**config.mk**
```make
export PLATFORM = sky130hd
export DESIGN_NAME = pmfc_config
export DESIGN_NICKNAME = d
export VERILOG_FILES = /design/src/hw/pmfc_pkg.sv /design/src/hw/pmfc_byte_mux.sv /design/src/hw/pmfc_config.sv
export SDC_FILE = /design/constraint.sdc
export NUM_CORES = 1
export LEC_CHECK = 0
export ABC_AREA = 1
export BUFFER_PORTS_ARGS = -buffer_cell sky130_fd_sc_hd__buf_4
export CAP_MARGIN = 10
export CORE_MARGIN = 1.5
export CORE_UTILIZATION = 41
export DETAILED_ROUTE_END_ITERATION = 8
export GPL_ROUTABILITY_DRIVEN = 0
export PLACE_DENSITY_LB_ADDON = 0.3
export SLEW_MARGIN = 25
export SYNTH_ARGS = -nofsm -noshare
export SYNTH_HDL_FRONTEND = slang
export SYNTH_HIERARCHICAL = 1
export SYNTH_SLANG_ARGS = --single-unit
```
**constraint.sdc**
```tcl
create_clock -name clock -period 3.9 [get_ports clock]
set_input_delay 0.78 -clock clock [delete_from_list [all_inputs] [get_ports clock]]
set_output_delay 0.78 -clock clock [all_outputs]
set_load 0.02 [all_outputs]
```
**src/hw/pmfc_pkg.sv**
```systemverilog
// Purpose: Constants for the power mode and output format configuration block
// Assumes: 8-bit register bank reached over the device's internal register port
// Notes: Offsets are byte addresses of the device register map
package pmfc_pkg;
  localparam logic [7:0] PMFC_CFG_ADDR = 8'h16;
  localparam logic [7:0] PMFC_RATE_ADDR = 8'h17;
  localparam logic [7:0] PMFC_CFG_RST = 8'h00;
  localparam logic [7:0] PMFC_RATE_RST = 8'h00;
  localparam int PMFC_WAKE_PM_HI = 7;
  localparam int PMFC_WAKE_PM_LO = 6;
  localparam int PMFC_SLEEP_PM_HI = 5;
  localparam int PMFC_SLEEP_PM_LO = 4;
  localparam int PMFC_ORDER_BIT = 3;
  localparam int PMFC_RSVD_BIT = 2;
  localparam int PMFC_TEMP_BIT = 1;
  localparam int PMFC_FAST_BIT = 0;
  localparam int PMFC_SAMPLE_W = 12;
  // Output data addresses: axis results, magnitude, buffer, temperature
  localparam logic [7:0] PMFC_TEMP_ADDR = 8'h01;
  localparam logic [7:0] PMFC_AXIS_FIRST = 8'h04;
  localparam logic [7:0] PMFC_AXIS_LAST = 8'h09;
  localparam logic [7:0] PMFC_MAG_FIRST = 8'h0a;
  localparam logic [7:0] PMFC_MAG_LAST = 8'h0b;
  localparam logic [7:0] PMFC_BUF_FIRST = 8'h0c;
  localparam logic [7:0] PMFC_BUF_LAST = 8'h11;
  typedef enum logic [1:0] {
    PMFC_LOW_POWER = 2'b00,
    PMFC_HIGH_PERF = 2'b01,
    PMFC_FLEX_PERF = 2'b10
  } pmfc_mode_type;
endpackage

```
**src/hw/pmfc_byte_mux.sv**
```systemverilog
// Purpose: Picks the byte of a 12-bit sample to present at a data address
// Assumes: Sample occupies two consecutive addresses, first at even offset
// Notes: Registered read data
`timescale 1ns/10ps
module pmfc_byte_mux
  import pmfc_pkg::*;
#(
  parameter int SAMPLE_W = PMFC_SAMPLE_W
) (
  input wire logic clock,
  input wire logic sys_rst,
  input wire logic [SAMPLE_W-1:0] sample,
  input wire logic upper_addr,
  input wire logic formatted,
  input wire logic big_endian,
  input wire logic fast_read,
  output logic [7:0] byte_r
);
  logic [15:0] right_just;
  logic [15:0] left_just;
  logic [7:0] msb_byte;
  logic [7:0] byte_nxt;

  assign right_just = {{(16 - SAMPLE_W){1'b0}}, sample};
  assign left_just = {sample, {(16 - SAMPLE_W){1'b0}}};
  assign msb_byte = sample[SAMPLE_W-1 -: 8];
  assign byte_nxt = !formatted ? (upper_addr ? right_just[15:8] : right_just[7:0]) :
    fast_read ? msb_byte :
    big_endian ? (upper_addr ? left_just[7:0] : left_just[15:8]) :
    (upper_addr ? right_just[15:8] : right_just[7:0]);

  always_ff @(posedge clock) begin
    if (sys_rst) begin
      byte_r <= 8'h00;
    end else begin
      byte_r <= byte_nxt;
    end
  end
endmodule // pmfc_byte_mux

```
**src/hw/pmfc_config.sv**
```systemverilog
// Purpose: Power mode and output format configuration register with its decode
// Assumes: Internal register port, one access per cycle, synchronous reset
// Notes: Sampling engine, rate tables and idle timers sit outside
`timescale 1ns/10ps
// Operation
// - Wake 00: low power, upper nibble rate
// - Wake 01: high performance, upper nibble rate
// - Wake 1x: flexible, upper nibble decimation, idle
// - Sleep 00/01: low/high perf, lower nibble rate
// - Sleep 1x: flexible, lower nibble decimation, idle
// - Order 0: low byte first, right-justified
// - Order 1: high byte first, left-justified
// - Order applies only to output sample data
// - Temperature in auto-increment only when enabled
// - Fast read: MSB only, at lower address
// - Fast burst skips each axis and buffer sample's high address; magnitude steps by one
module pmfc_config
  import pmfc_pkg::*;
#(
  parameter int SAMPLE_W = PMFC_SAMPLE_W,
  parameter int IDLE_W = 12
) (
  input wire logic clock,
  input wire logic sys_rst,
  input wire logic reg_wr,
  input wire logic reg_rd,
  input wire logic [7:0] reg_addr,
  input wire logic [7:0] reg_wdata,
  output logic [7:0] reg_rdata,
  output logic reg_hit,
  input wire logic [7:0] rate_decimation_config,
  input wire logic [IDLE_W-1:0] wake_idle_time,
  input wire logic [IDLE_W-1:0] sleep_idle_time,
  input wire logic sleep_state,
  input wire logic [SAMPLE_W-1:0] data_sample,
  input wire logic [7:0] data_rdata,
  input wire logic burst_active,
  input wire logic [7:0] burst_addr,
  output logic [7:0] burst_next_addr,
  output logic [7:0] out_rdata,
  output pmfc_mode_type wake_mode,
  output pmfc_mode_type sleep_mode,
  output pmfc_mode_type active_mode,
  output logic [3:0] wake_rate_code,
  output logic [3:0] wake_decimation_code,
  output logic [3:0] sleep_rate_code,
  output logic [3:0] sleep_decimation_code,
  output logic [3:0] active_code,
  output logic active_code_is_rate,
  output logic [IDLE_W-1:0] active_idle_time,
  output logic output_byte_order_sel,
  output logic temperature_autoinc_incl,
  output logic msb_only_read_sel
);
  // ****************************************
  // Register storage
  // ****************************************
  logic [7:0] power_mode_and_format_config_r;
  logic [7:0] power_mode_and_format_config_nxt;
  logic cfg_sel;
  logic [1:0] wake_power_mode_sel;
  logic [1:0] sleep_power_mode_sel;
  logic sample_data_r;

  assign cfg_sel = (reg_addr == PMFC_CFG_ADDR);
  assign reg_hit = cfg_sel & (reg_wr | reg_rd);
  assign power_mode_and_format_config_nxt = (reg_wr && cfg_sel) ? reg_wdata :
    power_mode_and_format_config_r;

  always_ff @(posedge clock) begin
    if (sys_rst) begin
      power_mode_and_format_config_r <= PMFC_CFG_RST;
    end else begin
      power_mode_and_format_config_r <= power_mode_and_format_config_nxt;
    end
  end

  // Reserved bit stored and read back; nothing looks at it
  assign reg_rdata = power_mode_and_format_config_r;

  // ****************************************
  // Field decode
  // ****************************************
  assign wake_power_mode_sel =
    power_mode_and_format_config_r[PMFC_WAKE_PM_HI:PMFC_WAKE_PM_LO];
  assign sleep_power_mode_sel =
    power_mode_and_format_config_r[PMFC_SLEEP_PM_HI:PMFC_SLEEP_PM_LO];
  assign output_byte_order_sel = power_mode_and_format_config_r[PMFC_ORDER_BIT];
  assign temperature_autoinc_incl = power_mode_and_format_config_r[PMFC_TEMP_BIT];
  assign msb_only_read_sel = power_mode_and_format_config_r[PMFC_FAST_BIT];

  // ****************************************
  // Power mode interpretation
  // ****************************************
  assign wake_mode = wake_power_mode_sel[1] ? PMFC_FLEX_PERF :
    wake_power_mode_sel[0] ? PMFC_HIGH_PERF :
    PMFC_LOW_POWER;
  assign sleep_mode = sleep_power_mode_sel[1] ? PMFC_FLEX_PERF :
    sleep_power_mode_sel[0] ? PMFC_HIGH_PERF : PMFC_LOW_POWER;

  // Upper nibble is a rate code unless wake is flexible
  assign wake_rate_code = wake_power_mode_sel[1] ? 4'h0 : rate_decimation_config[7:4];
  assign wake_decimation_code = wake_power_mode_sel[1] ? rate_decimation_config[7:4] :
    4'h0;
  assign sleep_rate_code = sleep_power_mode_sel[1] ? 4'h0 : rate_decimation_config[3:0];
  assign sleep_decimation_code = sleep_power_mode_sel[1] ? rate_decimation_config[3:0] :
    4'h0;

  assign active_mode = sleep_state ? sleep_mode : wake_mode;
  assign active_code = sleep_state ? rate_decimation_config[3:0] :
    rate_decimation_config[7:4];
  assign active_code_is_rate = (active_mode != PMFC_FLEX_PERF);
  // Idle time only matters in flexible mode
  assign active_idle_time = (active_mode != PMFC_FLEX_PERF) ? '0 :
    (sleep_state ? sleep_idle_time : wake_idle_time);

  // ****************************************
  // Output data formatting
  // ****************************************
  logic in_axis;
  logic in_mag;
  logic in_buf;
  logic is_sample;
  logic [7:0] sample_base;
  logic upper_addr;
  logic [7:0] sample_rel;

  assign in_axis = (reg_addr >= PMFC_AXIS_FIRST) && (reg_addr <= PMFC_AXIS_LAST);
  assign in_mag = (reg_addr >= PMFC_MAG_FIRST) && (reg_addr <= PMFC_MAG_LAST);
  assign in_buf = (reg_addr >= PMFC_BUF_FIRST) && (reg_addr <= PMFC_BUF_LAST);
  assign is_sample = in_axis | in_mag | in_buf;
  assign sample_base = in_axis ? PMFC_AXIS_FIRST : in_mag ? PMFC_MAG_FIRST : PMFC_BUF_FIRST;
  assign sample_rel = reg_addr - sample_base;
  assign upper_addr = sample_rel[0];

  logic [7:0] fmt_byte;

  pmfc_byte_mux #(
    .SAMPLE_W(SAMPLE_W)
  ) u_byte_mux (
    .clock(clock),
    .sys_rst(sys_rst),
    .sample(data_sample),
    .upper_addr(upper_addr),
    .formatted(is_sample),
    .big_endian(output_byte_order_sel),
    .fast_read(msb_only_read_sel),
    .byte_r(fmt_byte)
  );

  logic [7:0] plain_byte_r;

  always_ff @(posedge clock) begin
    if (sys_rst) begin
      sample_data_r <= 1'b0;
      plain_byte_r <= 8'h00;
    end else begin
      sample_data_r <= is_sample;
      plain_byte_r <= data_rdata;
    end
  end

  // Non-sample fields stay little-endian, right-justified as supplied
  assign out_rdata = sample_data_r ? fmt_byte : plain_byte_r;

  // ****************************************
  // Burst address stepping
  // ****************************************
  logic [7:0] step_one;
  logic [7:0] step_two;
  logic skip_upper;
  logic fast_group;
  logic [7:0] burst_rel;

  assign fast_group = ((burst_addr >= PMFC_AXIS_FIRST) && (burst_addr <= PMFC_AXIS_LAST)) ||
    ((burst_addr >= PMFC_BUF_FIRST) && (burst_addr <= PMFC_BUF_LAST));
  assign burst_rel = burst_addr - ((burst_addr >= PMFC_BUF_FIRST) ? PMFC_BUF_FIRST :
    PMFC_AXIS_FIRST);
  assign skip_upper = burst_active && msb_only_read_sel && fast_group && !burst_rel[0];
  assign step_one = burst_addr + 8'h01;
  assign step_two = burst_addr + 8'h02;

  logic [7:0] stepped;
  assign stepped = skip_upper ? step_two : step_one;
  // Temperature skipped unless included
  assign burst_next_addr = (stepped == PMFC_TEMP_ADDR && !temperature_autoinc_incl) ?
    (stepped + 8'h01) : stepped;

  // ****************************************
  // Checks
  // ****************************************
  reg_write_a: assert property (@(posedge clock) disable iff (sys_rst)
    (reg_wr && cfg_sel) |=> (power_mode_and_format_config_r == $past(reg_wdata)))
    else $error("config write not stored");
  reg_hold_a: assert property (@(posedge clock) disable iff (sys_rst)
    !(reg_wr && cfg_sel) |=> $stable(power_mode_and_format_config_r))
    else $error("config changed without write");
  wake_flex_a: assert property (@(posedge clock) disable iff (sys_rst)
    wake_power_mode_sel[1] |-> (wake_mode == PMFC_FLEX_PERF &&
      wake_decimation_code == rate_decimation_config[7:4]))
    else $error("wake flexible decode wrong");
  wake_rate_a: assert property (@(posedge clock) disable iff (sys_rst)
    (wake_power_mode_sel == 2'b00) |-> (wake_mode == PMFC_LOW_POWER &&
      wake_rate_code == rate_decimation_config[7:4]))
    else $error("wake low power decode wrong");
  wake_hpm_a: assert property (@(posedge clock) disable iff (sys_rst)
    (wake_power_mode_sel == 2'b01) |-> wake_mode == PMFC_HIGH_PERF)
    else $error("wake high performance decode wrong");
  sleep_mode_a: assert property (@(posedge clock) disable iff (sys_rst)
    !sleep_power_mode_sel[1] |-> (sleep_rate_code == rate_decimation_config[3:0]))
    else $error("sleep rate decode wrong");
  sleep_flex_a: assert property (@(posedge clock) disable iff (sys_rst)
    sleep_power_mode_sel[1] |-> (sleep_mode == PMFC_FLEX_PERF &&
      sleep_decimation_code == rate_decimation_config[3:0]))
    else $error("sleep flexible decode wrong");
  fast_read_a: assert property (@(posedge clock) disable iff (sys_rst)
    (is_sample && msb_only_read_sel) |=> out_rdata == $past(data_sample[SAMPLE_W-1 -: 8]))
    else $error("fast read byte wrong");
  little_end_a: assert property (@(posedge clock) disable iff (sys_rst)
    (is_sample && !msb_only_read_sel && !output_byte_order_sel && !upper_addr)
      |=> out_rdata == $past(data_sample[7:0]))
    else $error("little endian low byte wrong");
  big_end_a: assert property (@(posedge clock) disable iff (sys_rst)
    (is_sample && !msb_only_read_sel && output_byte_order_sel && !upper_addr)
      |=> out_rdata == $past(data_sample[SAMPLE_W-1 -: 8]))
    else $error("big endian high byte wrong");
  plain_data_a: assert property (@(posedge clock) disable iff (sys_rst)
    !is_sample |=> out_rdata == $past(data_rdata))
    else $error("plain field reformatted");
  burst_skip_a: assert property (@(posedge clock) disable iff (sys_rst)
    (skip_upper && burst_addr + 8'h02 != PMFC_TEMP_ADDR) |-> burst_next_addr == step_two)
    else $error("fast burst did not skip");
  temp_skip_a: assert property (@(posedge clock) disable iff (sys_rst)
    !temperature_autoinc_incl |-> burst_next_addr != PMFC_TEMP_ADDR)
    else $error("temperature not skipped");

  // ****************************************
  // Reset value and mode selection checks
  // ****************************************
  reset_value_a: assert property (@(posedge clock)
    sys_rst |=> power_mode_and_format_config_r == PMFC_CFG_RST)
    else $error("config not cleared by reset");
  wake_hpm_rate_a: assert property (@(posedge clock) disable iff (sys_rst)
    (wake_power_mode_sel == 2'b01) |-> wake_rate_code == rate_decimation_config[7:4])
    else $error("wake high performance rate wrong");
  sleep_lpm_a: assert property (@(posedge clock) disable iff (sys_rst)
    (sleep_power_mode_sel == 2'b00) |-> sleep_mode == PMFC_LOW_POWER)
    else $error("sleep low power decode wrong");
  sleep_hpm_a: assert property (@(posedge clock) disable iff (sys_rst)
    (sleep_power_mode_sel == 2'b01) |-> sleep_mode == PMFC_HIGH_PERF)
    else $error("sleep high performance decode wrong");
  wake_active_a: assert property (@(posedge clock) disable iff (sys_rst)
    (!sleep_state && !wake_power_mode_sel[1]) |-> (active_code_is_rate &&
      active_code == rate_decimation_config[7:4] && active_idle_time == '0))
    else $error("wake rate selection wrong");
  wake_idle_a: assert property (@(posedge clock) disable iff (sys_rst)
    (!sleep_state && wake_power_mode_sel[1]) |-> (!active_code_is_rate &&
      active_code == rate_decimation_config[7:4] && active_idle_time == wake_idle_time))
    else $error("wake flexible selection wrong");
  sleep_active_a: assert property (@(posedge clock) disable iff (sys_rst)
    (sleep_state && !sleep_power_mode_sel[1]) |-> (active_code_is_rate &&
      active_code == rate_decimation_config[3:0] && active_idle_time == '0))
    else $error("sleep rate selection wrong");
  sleep_idle_a: assert property (@(posedge clock) disable iff (sys_rst)
    (sleep_state && sleep_power_mode_sel[1]) |-> (!active_code_is_rate &&
      active_code == rate_decimation_config[3:0] && active_idle_time == sleep_idle_time))
    else $error("sleep flexible selection wrong");

  // ****************************************
  // Upper byte format checks
  // ****************************************
  little_upper_a: assert property (@(posedge clock) disable iff (sys_rst)
    (is_sample && !msb_only_read_sel && !output_byte_order_sel && upper_addr)
      |=> out_rdata == {{(16 - SAMPLE_W){1'b0}}, $past(data_sample[SAMPLE_W-1:8])})
    else $error("little endian high byte wrong");
  big_upper_a: assert property (@(posedge clock) disable iff (sys_rst)
    (is_sample && !msb_only_read_sel && output_byte_order_sel && upper_addr)
      |=> out_rdata == {$past(data_sample[SAMPLE_W-9:0]), {(16 - SAMPLE_W){1'b0}}})
    else $error("big endian low byte wrong");

  // ****************************************
  // Pointer stepping checks
  // ****************************************
  temp_incl_a: assert property (@(posedge clock) disable iff (sys_rst)
    (temperature_autoinc_incl && burst_addr + 8'h01 == PMFC_TEMP_ADDR)
      |-> burst_next_addr == PMFC_TEMP_ADDR)
    else $error("temperature not included");
  mag_step_a: assert property (@(posedge clock) disable iff (sys_rst)
    (burst_addr >= PMFC_MAG_FIRST && burst_addr <= PMFC_MAG_LAST)
      |-> burst_next_addr == burst_addr + 8'h01)
    else $error("magnitude pointer skipped");
  burst_idle_a: assert property (@(posedge clock) disable iff (sys_rst)
    (!burst_active && burst_addr + 8'h01 != PMFC_TEMP_ADDR)
      |-> burst_next_addr == burst_addr + 8'h01)
    else $error("pointer skipped outside burst");
endmodule // pmfc_config

```
==> impl_metrics.env <==
export IMPL_vias=2702
export IMPL_ios=149
export IMPL_routed_wl_um=6510
export IMPL_synth_ff_type="dfxtp_1"
export IMPL_die_height_um=77.2
export IMPL_synth_top_family_by_area="simple AND/OR/NAND/NOR gates"
export IMPL_cts_hold_buf=0
export IMPL_cts_tree="yes"
export IMPL_power_uw=670
export IMPL_cap_viol_max_count=0
export IMPL_min_path_type="flop to flop"
export IMPL_synth_area_leaders="dfxtp_1 (22%), nand2_1 (20%), inv_1 (13%)"
export IMPL_fp_dieW_um=77.2
export IMPL_worst_ep_required_time_ns=3.12
export IMPL_dieArea_um2=5960
export IMPL_async_reset_ff_frac=0
export IMPL_synth_compound_gate_area_share=0.106
export IMPL_cp_max_fo=5
export IMPL_finalSetupViolCount=0
export IMPL_fin_crit_sh=0.912
export IMPL_io_buffers=148
export IMPL_area_growth_pct=50.4
export IMPL_p_leak_uw=0.00205
export IMPL_clock_sinks=25
export IMPL_syn_num_nets=467
export IMPL_arrival_ns=2.77
export IMPL_post_cts_buffers=0
export IMPL_clk_pin_slew_ns=0.08
export IMPL_synth_top_area_cell="dfxtp_1"
export IMPL_synth_cells=379
export IMPL_antenna_cells=0
export IMPL_cts_root_buf="clkbuf_8"
export IMPL_yosysMostFrequentCell="nand2_1"
export IMPL_utilization=0.652
export IMPL_cts_htree_levels=1
export IMPL_fin_crit_ns=3.55
export IMPL_cts_resized_gates=0
export IMPL_crit_path_end_kind="output pin"
export IMPL_status="complete, no violations"
export IMPL_wl_per_cell_um=11.1
export IMPL_seq_area_frac_synth=0.222
export IMPL_drc=0
export IMPL_synthTopCellsByCount="nand2_1 (121), inv_1 (77), nor2_1 (27)"
export IMPL_grt_ovfl_total=0
export IMPL_start_util=0.434
export IMPL_rsz0062_at_grt="no"
export IMPL_synth_top_area_share=0.222
export IMPL_critPathLaunchType="input pin"
export IMPL_drtAntennaViolNets=0
export IMPL_cts_buffers=3
export IMPL_dp_hpwl_um=5240
export IMPL_cts_max_path_buffers=2
export IMPL_global_route_usage_met1=0.268
export IMPL_synthAdderAreaFrac=0.0333
export IMPL_worstMarginPinSlew_ns=0.433
export IMPL_antenna_found_initial=0
export IMPL_synth_xor_area_share=0.0155
export IMPL_grt_pass1_wl_um=10700
export IMPL_vias_per_cell=4.63
export IMPL_drtIter0Drc=94
export IMPL_drt_first_pass_iters=4
export IMPL_insertion_delay_ns=0.26
export IMPL_power_density_nw_per_um2=197
export IMPL_synth_mux_area_frac=0.0399
export IMPL_syn_area_per_cell_um2=5.96
export IMPL_grt_met2_usage=0.382
export IMPL_critical_path_class="input pin to output pin"
export IMPL_grt_use_met3=0.0405
export IMPL_final_nets=603
export IMPL_track_usage=0.214
export IMPL_core_area_um2=5200
export IMPL_synth_edf_count=0
export IMPL_yosys_warnings=6
export IMPL_synth_seq_cells=25
export IMPL_grt_pass1_vias=2361
export IMPL_place_inst=580
export IMPL_slew_viol_final=0
export IMPL_drive_above_1_share=0.360
export IMPL_grt_busiest_layer="met2"
export IMPL_netlist_cell_type_count=33
export IMPL_instances_no_fill=584
export IMPL_yosys_area_share_simple=0.392
export IMPL_rows=26
export IMPL_grt_start_max_net_pins=26
export IMPL_relSlewSlack=0.710
export IMPL_hold_viol_final=0
export IMPL_fmax_ghz=0.281
export IMPL_fin_setup_tns_ns=0
export IMPL_peakVddDrop_mv=0.148
export IMPL_synth_area_um2=2260
export IMPL_skew_ns=0.000335
## registers in the layout, summed over array words and instances (netlist names)
signal	flops
u_byte_mux/byte_r	8
sample_data_r	1
reg_rdata	8
plain_byte_r	8
## power by group
| group | total, uW | internal (uW) | switching [uW] | leakage [uW] |
|---|---|---|---|---|
| combinational | 252 | 121 | 131 | 0.00182 |
| clock | 150 | 73.0 | 77.4 | 0.0000228 |
| sequential | 267 | 264 | 2.86 | 0.000205 |
## path summary, 6_finish.rpt
path	from	to	slack [ns]	depth (start not counted)
min	reg_rdata[2]	reg_rdata[2]	0.48	2
max reg2reg	reg_rdata[0]	u_byte_mux/byte_r[1]	2.65	4
min reg2reg	reg_rdata[2]	reg_rdata[2]	0.48	2
max	burst_addr[0]	burst_next_addr[1]	0.35	19
## cells by family (layout without fill, tap and decap cells)
logic type | count (synthesis) | after routing
AOI/OAI and AO/OA | 39 | 39
xor gates and xnor gates | 4 | 4
muxes | 8 | 8
and+or+nand+nor | 196 | 196
DFF | 25 | 25
buffers and inverters | 101 | 236
adders and majority gates | 6 | 6
## metal layers
| layer | vias up | wire length (um) |
|---|---|---|
| met2 | 99 | 3120 |
| met1 | 1178 | 2910 |
| li1 | 1421 | - |
| met3 | 4 | 438 |
| met4 | 0 | 36 |
| met5 | - | 0 |
## worst max-delay path, cell delays in order
cell and delay (ns):
buf_4 0.11, inv_1 0.09, ha_1 0.21, inv_1 0.05, nand2_1 0.04, nand2_1 0.07, nand2_2 0.08, nand3_2 0.11
inv_1 0.07, o21ai_0 0.24, ha_1 0.19, inv_1 0.04, nor2_1 0.10, nand3_2 0.11, nor2_4 0.13, nand3_2 0.08
nand2_1 0.08, nand2_1 0.05, buf_4 0.15
## final cells by class
class                   count  area [um^2]
well taps                  70         87.6
repair buffers            151         1130
fillers                   477         1810
multi-input cells         253         1330
flip-flops and latches     25          500
clock buffers               4         45.0
inverters                  81          304
## metrics by stage
step                      area [um^2]  worst slack [ns]  hold slack (ns)
after floorplan                  2260             0.760            0.538
after global placement           3350             0.492            0.456
after detailed placement         3350             0.365            0.467
after CTS                        3400             0.365            0.480
after global routing             3400            0.0716            0.498
final                            3400             0.345            0.479
## cell usage in the layout (no fill, tap or decap), drive strengths merged, types with 6 or more instances in the layout
| cell | n |
|---|---|
| nor2 | 31 |
| a21oi | 19 |
| o21ai | 11 |
| ha | 6 |
| buf | 151 |
| mux2 | 8 |
| dfxtp | 25 |
| nand2 | 123 |
| nand3 | 25 |
| nand4 | 12 |
| inv | 81 |
(Power assumes the default switching activity.)
